$ cat config.mk
export PLATFORM = sky130hd
export DESIGN_NAME = rsu_rotate_shift_unit
export DESIGN_NICKNAME = d
export VERILOG_FILES = /design/src/pkg/rsu_pkg.sv /design/src/design/rsu_regfile.sv /design/src/design/rsu_rotate_shift_unit.sv
export VERILOG_INCLUDE_DIRS = /design/src /design/src/pkg
export SDC_FILE = /design/constraint.sdc
export NUM_CORES = 2
export LEC_CHECK = 0
export ABC_AREA = 1
export BUFFER_PORTS_ARGS = -buffer_cell sky130_fd_sc_hd__buf_2
export CORE_AREA = 2 2 470 425
export DETAILED_ROUTE_END_ITERATION = 8
export DIE_AREA = 0 0 472 427
export PLACE_DENSITY_LB_ADDON = 0.25
export SLEW_MARGIN = 20
export SYNTH_ARGS = -nofsm -noshare
export SYNTH_HDL_FRONTEND = slang
export SYNTH_SLANG_ARGS = --single-unit
$ cat constraint.sdc
create_clock -name clk_i -period 51.8 [get_ports clk_i]
set_input_delay 10.36 -clock clk_i [delete_from_list [all_inputs] [get_ports clk_i]]
set_output_delay 10.36 -clock clk_i [all_outputs]
set_load 0.1 [all_outputs]
$ cat src/pkg/rsu_consts.svh
// Purpose: constants of the rotate and shift unit
// Assumes: 32-bit data, 32-entry register file
// Notes: encodings follow the R-type instruction layout
`ifndef RSU_CONSTS_SVH
`define RSU_CONSTS_SVH
`define RSU_XLEN         32
`define RSU_IDX_W        5
`define RSU_OP_MSB       5
`define RSU_OP_LSB       0
`define RSU_IMM_MSB      10
`define RSU_IMM_LSB      6
`define RSU_OPX_MSB      16
`define RSU_OPX_LSB      11
`define RSU_C_MSB        21
`define RSU_C_LSB        17
`define RSU_B_MSB        26
`define RSU_B_LSB        22
`define RSU_A_MSB        31
`define RSU_A_LSB        27
`define RSU_OP_RTYPE     6'h3a
`define RSU_OPX_ROLI     6'h02
`define RSU_OPX_ROR      6'h0b
`define RSU_OPX_SLL      6'h13
`define RSU_REG_RESET    32'h00000000
`endif

$ cat src/pkg/rsu_pkg.sv
// Purpose: types of the rotate and shift unit
// Assumes: constants header included alongside
// Notes: none
package rsu_pkg;
	typedef enum logic [1:0] {
		RSU_OP_NONE,
		RSU_OP_ROL_IMM,
		RSU_OP_ROR_REG,
		RSU_OP_SLL_REG
	} rsu_op_e;
	typedef enum logic [1:0] {
		RSU_ST_IDLE,
		RSU_ST_EXEC
	} rsu_state_e;
endpackage

$ cat src/design/rsu_regfile.sv
// Purpose: 32 x 32 register file with two registered read ports
// Assumes: one write port, write and read in the same cycle see old data
// Notes: read data come out of a register
`timescale 1ns/1ps
`include "rsu_consts.svh"
module rsu_regfile (
	input  wire logic                  clk_i,
	input  wire logic                  rst_i,
	input  wire logic [`RSU_IDX_W-1:0] rd_a_idx_i,
	input  wire logic [`RSU_IDX_W-1:0] rd_b_idx_i,
	output logic      [`RSU_XLEN-1:0]  rd_a_data_o,
	output logic      [`RSU_XLEN-1:0]  rd_b_data_o,
	input  wire logic                  wr_en_i,
	input  wire logic [`RSU_IDX_W-1:0] wr_idx_i,
	input  wire logic [`RSU_XLEN-1:0]  wr_data_i
);
	logic [`RSU_XLEN-1:0] mem_q [0:(1<<`RSU_IDX_W)-1];
	logic [`RSU_XLEN-1:0] mem_d [0:(1<<`RSU_IDX_W)-1];
	logic [`RSU_XLEN-1:0] rd_a_d;
	logic [`RSU_XLEN-1:0] rd_b_d;

	always_comb begin
		for (int i = 0; i < (1<<`RSU_IDX_W); i++) begin
			mem_d[i] = mem_q[i];
		end
		if (wr_en_i) begin
			mem_d[wr_idx_i] = wr_data_i;
		end
		rd_a_d = mem_q[rd_a_idx_i];
		rd_b_d = mem_q[rd_b_idx_i];
	end

	always_ff @(posedge clk_i or posedge rst_i) begin
		if (rst_i) begin
			for (int i = 0; i < (1<<`RSU_IDX_W); i++) begin
				mem_q[i] <= `RSU_REG_RESET;
			end
			rd_a_data_o <= `RSU_REG_RESET;
			rd_b_data_o <= `RSU_REG_RESET;
		end else begin
			for (int i = 0; i < (1<<`RSU_IDX_W); i++) begin
				mem_q[i] <= mem_d[i];
			end
			rd_a_data_o <= rd_a_d;
			rd_b_data_o <= rd_b_d;
		end
	end
endmodule

$ cat src/design/rsu_rotate_shift_unit.sv
// Purpose: rotate left immediate, rotate right and shift left by register amount
// Assumes: instruction word is presented with a one-cycle valid strobe
// Notes: two cycles per instruction: operand read, then execute; the file write follows a cycle later from the output registers
//
// Functional notes
// - rotate-left-immediate rotates source left by immediate and writes destination
// - bits leaving the top on a left rotate re-enter at the bottom
// - immediate count is an unsigned 5-bit field, range 0 to 31
// - left rotate by 32 minus n equals right rotate by n
// - rotate right by low five bits of amount operand, write destination
// - bits leaving the bottom on a right rotate re-enter at the top
// - amount operand bits 31 to 5 never affect the result
// - shift left by low five bits of amount operand, write destination
// - left shift fills zeros low and discards bits past the top
// - instruction indices select source, amount and destination registers
`timescale 1ns/1ps
`include "rsu_consts.svh"
module rsu_rotate_shift_unit (
	input  wire logic                  clk_i,
	input  wire logic                  rst_i,
	input  wire logic                  instr_valid_i,
	input  wire logic [`RSU_XLEN-1:0]  instr_i,
	output logic                       busy_o,
	output logic                       illegal_o,
	output logic                       done_o,
	output logic                       wr_en_o,
	output logic      [`RSU_IDX_W-1:0] wr_idx_o,
	output logic      [`RSU_XLEN-1:0]  wr_data_o,
	output logic                       exception_o
);
	// one rotate serves both directions, so rol(32-n) and ror(n) match by construction
	function automatic logic [`RSU_XLEN-1:0] rot_left(input logic [`RSU_XLEN-1:0] v,
		input logic [`RSU_IDX_W-1:0] n);
		logic [2*`RSU_XLEN-1:0] dbl;
		dbl = {v, v} << n;
		return dbl[2*`RSU_XLEN-1:`RSU_XLEN];
	endfunction

	function automatic rsu_pkg::rsu_op_e decode(input logic [`RSU_XLEN-1:0] w);
		decode = rsu_pkg::RSU_OP_NONE;
		if (w[`RSU_OP_MSB:`RSU_OP_LSB] != `RSU_OP_RTYPE) begin
			decode = rsu_pkg::RSU_OP_NONE;
		end else if (w[`RSU_OPX_MSB:`RSU_OPX_LSB] == `RSU_OPX_ROLI) begin
			decode = rsu_pkg::RSU_OP_ROL_IMM;
		end else if (w[`RSU_OPX_MSB:`RSU_OPX_LSB] == `RSU_OPX_ROR) begin
			decode = rsu_pkg::RSU_OP_ROR_REG;
		end else if (w[`RSU_OPX_MSB:`RSU_OPX_LSB] == `RSU_OPX_SLL) begin
			decode = rsu_pkg::RSU_OP_SLL_REG;
		end
	endfunction

	rsu_pkg::rsu_state_e   state_q, state_d;
	rsu_pkg::rsu_op_e      op_q, op_d;
	logic [`RSU_IDX_W-1:0] imm_q, imm_d;
	logic [`RSU_IDX_W-1:0] dst_q, dst_d;
	logic [`RSU_IDX_W-1:0] rd_a_idx;
	logic [`RSU_IDX_W-1:0] rd_b_idx;
	logic [`RSU_XLEN-1:0]  src_val;
	logic [`RSU_XLEN-1:0]  amt_val;
	logic [`RSU_IDX_W-1:0] amt;
	logic                  busy_d, illegal_d, done_d, wr_en_d;
	logic [`RSU_IDX_W-1:0] wr_idx_d;
	logic [`RSU_XLEN-1:0]  wr_data_d;
	logic                  wr_fire;

	// write port fed from the output registers keeps outputs and file in step
	rsu_regfile u_regfile (
		.clk_i       (clk_i),
		.rst_i       (rst_i),
		.rd_a_idx_i  (rd_a_idx),
		.rd_b_idx_i  (rd_b_idx),
		.rd_a_data_o (src_val),
		.rd_b_data_o (amt_val),
		.wr_en_i     (wr_fire),
		.wr_idx_i    (wr_idx_o),
		.wr_data_i   (wr_data_o)
	);

	assign wr_fire  = wr_en_o;
	assign rd_a_idx = instr_i[`RSU_A_MSB:`RSU_A_LSB];
	assign rd_b_idx = instr_i[`RSU_B_MSB:`RSU_B_LSB];
	assign amt      = amt_val[`RSU_IDX_W-1:0];

	always_comb begin
		state_d   = state_q;
		op_d      = op_q;
		imm_d     = imm_q;
		dst_d     = dst_q;
		busy_d    = 1'b0;
		illegal_d = 1'b0;
		done_d    = 1'b0;
		wr_en_d   = 1'b0;
		wr_idx_d  = wr_idx_o;
		wr_data_d = wr_data_o;
		case (state_q)
			rsu_pkg::RSU_ST_IDLE: begin
				// requests arriving while executing are dropped; source waits on busy
				if (instr_valid_i) begin
					op_d  = decode(instr_i);
					imm_d = instr_i[`RSU_IMM_MSB:`RSU_IMM_LSB];
					dst_d = instr_i[`RSU_C_MSB:`RSU_C_LSB];
					if (decode(instr_i) == rsu_pkg::RSU_OP_NONE) begin
						illegal_d = 1'b1;
					end else begin
						busy_d  = 1'b1;
						state_d = rsu_pkg::RSU_ST_EXEC;
					end
				end
			end
			rsu_pkg::RSU_ST_EXEC: begin
				wr_en_d  = 1'b1;
				done_d   = 1'b1;
				wr_idx_d = dst_q;
				case (op_q)
					rsu_pkg::RSU_OP_ROL_IMM: wr_data_d = rot_left(src_val, imm_q);
					rsu_pkg::RSU_OP_ROR_REG: begin
						// right by n is left by 32-n modulo 32
						wr_data_d = rot_left(src_val, 5'(0 - amt));
					end
					rsu_pkg::RSU_OP_SLL_REG: wr_data_d = src_val << amt;
					default: begin
						wr_en_d = 1'b0;
					end
				endcase
				state_d = rsu_pkg::RSU_ST_IDLE;
			end
			default: state_d = rsu_pkg::RSU_ST_IDLE;
		endcase
	end

	always_ff @(posedge clk_i or posedge rst_i) begin
		if (rst_i) begin
			state_q     <= rsu_pkg::RSU_ST_IDLE;
			op_q        <= rsu_pkg::RSU_OP_NONE;
			imm_q       <= '0;
			dst_q       <= '0;
			busy_o      <= 1'b0;
			illegal_o   <= 1'b0;
			done_o      <= 1'b0;
			wr_en_o     <= 1'b0;
			wr_idx_o    <= '0;
			wr_data_o   <= `RSU_REG_RESET;
			exception_o <= 1'b0;
		end else begin
			state_q     <= state_d;
			op_q        <= op_d;
			imm_q       <= imm_d;
			dst_q       <= dst_d;
			busy_o      <= busy_d;
			illegal_o   <= illegal_d;
			done_o      <= done_d;
			wr_en_o     <= wr_en_d;
			wr_idx_o    <= wr_idx_d;
			wr_data_o   <= wr_data_d;
			exception_o <= 1'b0;
		end
	end
endmodule

# Yosys cells after proc, flatten, opt, wreduce, memory -nomap -nowiden
# Cells that the tools add are included.
# totals
ff_bits	1116
word_cells	101
# op_classes
add_sub_neg	1
magnitude_cmp	4
eq_ne	10
shift	3
mux	28
bitwise_logic	3
n_reduce_logical	8
# op_table
op	count
$bwmux 1024	1
$bmux 32 s5	2
$demux 32 s5	1
$shl 64x5->64	2
$mux 32	3
$pmux 32 s3	1
$shl 32x5->32	1
$ge 6x6->1 const B	3
$mux 2	9
$not 5->6	3
$mux 5	2
$mux 1	9
$eq 6x2->1 const B	1
$eq 6x4->1 const B	1
$eq 6x5->1 const B	1
$lt 6x1->1 const B	1
$ne 6x6->1 const B	1
$reduce_and 2->1	3
$sub 1x5->5 const A	1
$eq 2x1->1 const B	2
$eq 2x2->1 const B	2
$logic_not 2->1	2
$ne 2x2->1 const B	2
$reduce_bool 3->1	1
2 further kinds	2

# Logic depth before layout (Yosys ltp)
# depth
word_depth	11
depth_mapped	14

# By module
# Synthesis repeated with hierarchy kept, for this count alone.
# unflattened
hier_cells	9391
hier_area_um2	63920.1
# modules_own_cells
module	n_inst	cells_each	area_per_inst_um2
rsu_regfile	1	8374	58040.7
rsu_rotate_shift_unit	1	1017	5879.4

# Worst setup path after synthesis
# Ideal clock, no wire load.
# synth_path
kind	in2reg
start	input instr_i[27]
end	register u_regfile.rd_a_data_o[3]
arrival_time_ns	11.659
path_slack_ns	40.016
path_stages	9
n_path_buf	4
cell_sequence	buf_2 -> clkinv_1 -> buf_2 -> buf_2 -> clkbuf_1 -> o21ai_0 -> o221ai_1 -> a31oi_1 -> a21oi_1
# synth_between
elab_chain_len	4
# synth_lines
item	line	text
from (decl)	rsu_rotate_shift_unit.sv:22	input wire logic [`RSU_XLEN-1:0] instr_i,
$not 5->6 (not written as such)	rsu_regfile.sv:29	rd_a_d = mem_q[rd_a_idx_i];
$bmux 32 s5	rsu_regfile.sv:29	
$mux 32 (not written as such) (2 in a row)	rsu_regfile.sv:29	
via u_regfile.rd_a_d[3]	rsu_regfile.sv:19	logic [`RSU_XLEN-1:0] rd_a_d;
to (signal assigned)	rsu_regfile.sv:38	rd_a_data_o <= `RSU_REG_RESET;
to (signal assigned)	rsu_regfile.sv:44	rd_a_data_o <= rd_a_d;
to (decl)	rsu_regfile.sv:11	output logic [`RSU_XLEN-1:0] rd_a_data_o,
# The timed path passes the listed nets, and every way through them passes these cells. The select of a mux whose other input is x is not followed.
# A chain may end at the register's enable or synchronous reset.

# Worst setup path after layout
# layout_path
start	input instr_i[28]
end	register u_regfile.rd_a_data_o[13]
# Same word-level chain as after synthesis.

==> results_dict.tcl <==
set metrics [dict create \
    status "finished clean" \
    rsz0062_at_grt "false" \
    syn_nets 6559 \
    setup_violations 0 \
    multi_input_area_um2 22400 \
    die_h_um 427 \
    track_usage_pct 20.8 \
    area_growth_pct 11.4 \
    crit_fanout 95 \
    clk_pin_slew_worst_paths_ns 0.06 \
    first_global_vias 45304 \
    placedCellCount 8669 \
    grt_max_degree 170 \
    cts_resized 0 \
    core_um2 197000 \
    layout-drive-gt1-share_pct 6.48 \
    detail-route-antenna-nets 0 \
    synth.mux.area_fraction_pct 0.189 \
    wl_um 213000 \
    holdCritPathClass "reg2reg" \
    yosysWarnings 0 \
    synth-compound-area-share_pct 22.5 \
    clockBufferDepth 3 \
    synth_top_family_by_area "compound AO/OA/AOI/OAI gates" \
    relSlewSlack_pct 21.7 \
    synth_area_um2 52900 \
    met1_usage_pct 31.1 \
    clockRootBuffer "clkbuf_16" \
    max_freq_mhz 73.6 \
    synth.avg_cell_area_um2 8.11 \
    htreeDepth 3 \
    synthAdderAreaFrac_pct 0.0236 \
    start_util_pct 26.9 \
    dr.pass1.iters 6 \
    ys_types 41 \
    grtUsageMet3_pct 3.73 \
    top_usage_layer "met1" \
    synth-simple-area-share_pct 19.1 \
    critPathLaunchType "primary input" \
    fin_nets 6233 \
    ir_drop_mv 0.0288 \
    hold_buffers 0 \
    first_iter_violations 6533 \
    cts_buffers 116 \
    max_cap_violations 0 \
    dp_hpwl_um 118000 \
    viasPerCell 5.44 \
    endpoint_kind "flop" \
    yosys.area.top_type_share_pct 52.7 \
    fin_worst_skew_ns 0.0603 \
    place_congestion 0.942 \
    register_area_um2 27900 \
    finalCritPeriodShare_pct 26.2 \
    path_cells "buf_8, buf_4, buf_4, buf_4, o21ai_0, o221ai_1, nand3_1, a22oi_1" \
    yosys-top-cells-count "1555 x o21ai_0, 1115 x dfrtp_1, 1068 x nand2_1" \
    clk_latency_ns 0.79 \
    tightestPinTransition_ns 1.17 \
    arrival_ns 14.23 \
    portBuffers 75 \
    power_uw 1910 \
    drv_slew 0 \
    cp_slowest_cell "buf_4" \
    antenna_found_initial 8 \
    synth_edf_count 0 \
    post-cts-setup-buffers 0 \
    grt_pass1_wl_um 316000 \
    synth.most_common_cell "o21ai_0" \
    ys_ff_latch 1115 \
    synth-xor-area-share_pct 0.0331 \
    synth_flop_cell "dfrtp_1" \
    worst-setup-path-type "in2reg" \
    critPathRequiredTime_ns 52.44 \
    min_period_ns 13.59 \
    vias 48228 \
    p_leak_uw 0.0256 \
    instances_no_fill 8871 \
    timing_hold_violations_final 0 \
    yosys.area.top_type "dfrtp_1" \
    die_width_um 472 \
    drc 0 \
    syn_inst 6523 \
    fin_setup_tns_ns 0 \
    yosysSeqAreaShare_pct 52.7 \
    fillerInstances 21077 \
    rows 155 \
    synthArstFlopShare_pct 100 \
    grt_util_met2_pct 30.6 \
    numClockSinks 1115 \
    cts_tree "yes" \
    io_pins 77 \
    overflow 0 \
    powerDensity_nw_per_um2 32.3 \
    wl_per_cell_um 24.1 \
    cp_common_cell "buf_4" \
    floorplan.die_area_um2 202000 \
    max_stage_delay_ns 0.80 \
    synthTopCellsByArea "dfrtp_1 53%, o21ai_0 15%, nand2_1 7.6%, nor2_1 6.1%, nand3_1 4.9%" \
]
==> cells by family (layout without fill, tap and decap cells) <==
kind of cell             count (synthesis)  count (layout)
multiplexers                             9               9
buffers and inverters                  735             489
XOR/XNOR                                 2               2
other                                    1               5
flip-flops                            1115            1115
AO/OA/AOI/OAI                         2169            2169
adder cells (fa/ha/maj)                  1               1
AND/OR/NAND/NOR                       2491            2491
==> worst max-delay path, delay by kind of cell <==
family                 cells  cell delay, ns
and+or+nand+nor            1            0.28
buffers and inverters      4            2.78
AOI/OAI and AO/OA          3            0.70
==> layout make-up <==
type	instances	share of cell area, %
diodes	4	0.0170
clock buffers	174	5.69
clock inverters	24	0.544
well taps	2590	5.50
inverters	124	0.841
repair buffers	167	1.96
flip-flops and latches	1115	47.4
multi-input cells	4673	38.1
==> power by group <==
part           leakage [µW]  switching (µW)  internal [µW]
clock network       0.00179             372            460
logic               0.00828             139           49.1
registers            0.0155            10.5            875
total                0.0256             522           1380
==> metrics by stage <==
| step | hold WS [ns] | util [%] | setup slack [ns] | instance area (µm²) |
|---|---|---|---|---|
| after floorplan | 0.387 | - | 10.04 | 52900 |
| after detailed placement | 0.467 | 28.0 | 37.34 | 55200 |
| after global placement | 0.461 | 28.0 | 37.37 | 55200 |
| final | 0.478 | 29.9 | 38.21 | 58900 |
| after global routing | 0.501 | 29.9 | 37.77 | 58900 |
| after CTS | 0.480 | 29.9 | 38.17 | 58900 |
==> per-layer routing <==
layer / share of wire [%] / vias to the layer above
met4: 2.9 / 2
met2: 42 / 2025
met5: 0.0080 / -
met1: 47 / 24130
met3: 8.0 / 337
li1: - / 21734
==> sequential cells by signal, indices dropped and copies added (netlist names) <==
register and count:
wr_data_o 32, u_regfile.mem_q 1024, u_regfile.rd_a_data_o 32, state_q 1, done_o 1, imm_q 5
wr_idx_o 5, busy_o 1, illegal_o 1, op_q 2, dst_q 5, u_regfile.rd_b_data_o 5
wr_en_o 1
==> worst paths after layout <==
| kind | from | endpoint | slack [ns] | depth (start not counted) |
|---|---|---|---|---|
| min | u_regfile.mem_q[210] | u_regfile.mem_q[210] | 0.48 | 2 |
| max reg2reg | u_regfile.rd_b_data_o[0] | wr_data_o[21] | 47.82 | 11 |
| min in group asynchronous | rst_i | dst_q[0] | 9.71 | 2 |
| max in group asynchronous | rst_i | u_regfile.mem_q[730] | 38.35 | 6 |
| min reg2reg | u_regfile.mem_q[210] | u_regfile.mem_q[210] | 0.48 | 2 |
| max | instr_i[28] | u_regfile.rd_a_data_o[13] | 38.21 | 8 |
==> cell usage in the layout, fill, tap and decap left out, types with 4 or more instances in the layout <==
master     synthesis  routed
nor3_2             4       8
clkinv_2           0      10
o21ai_0         1555    1555
dfrtp_1         1115    1114
clkbuf_8           0      23
buf_4              1      88
clkbuf_16          0     116
nand3_1          523     522
a31oi_1           55      55
nor3_1            11       6
clkbuf_1         529      35
inv_2              7       9
buf_12             0       5
o221ai_1         226     226
o21ai_1           14       9
buf_2             64      71
nand2_4            0      27
diode_2            0       4
nor2_4             1       5
inv_1            115     108
a21oi_1          228     227
mux2_2             8       8
nor2_1           866     865
nand2_1         1068    1048
o21ai_2            0       5
a22oi_1           14      14
o22ai_1           66      66
Power figures use the tool's default switching activity.
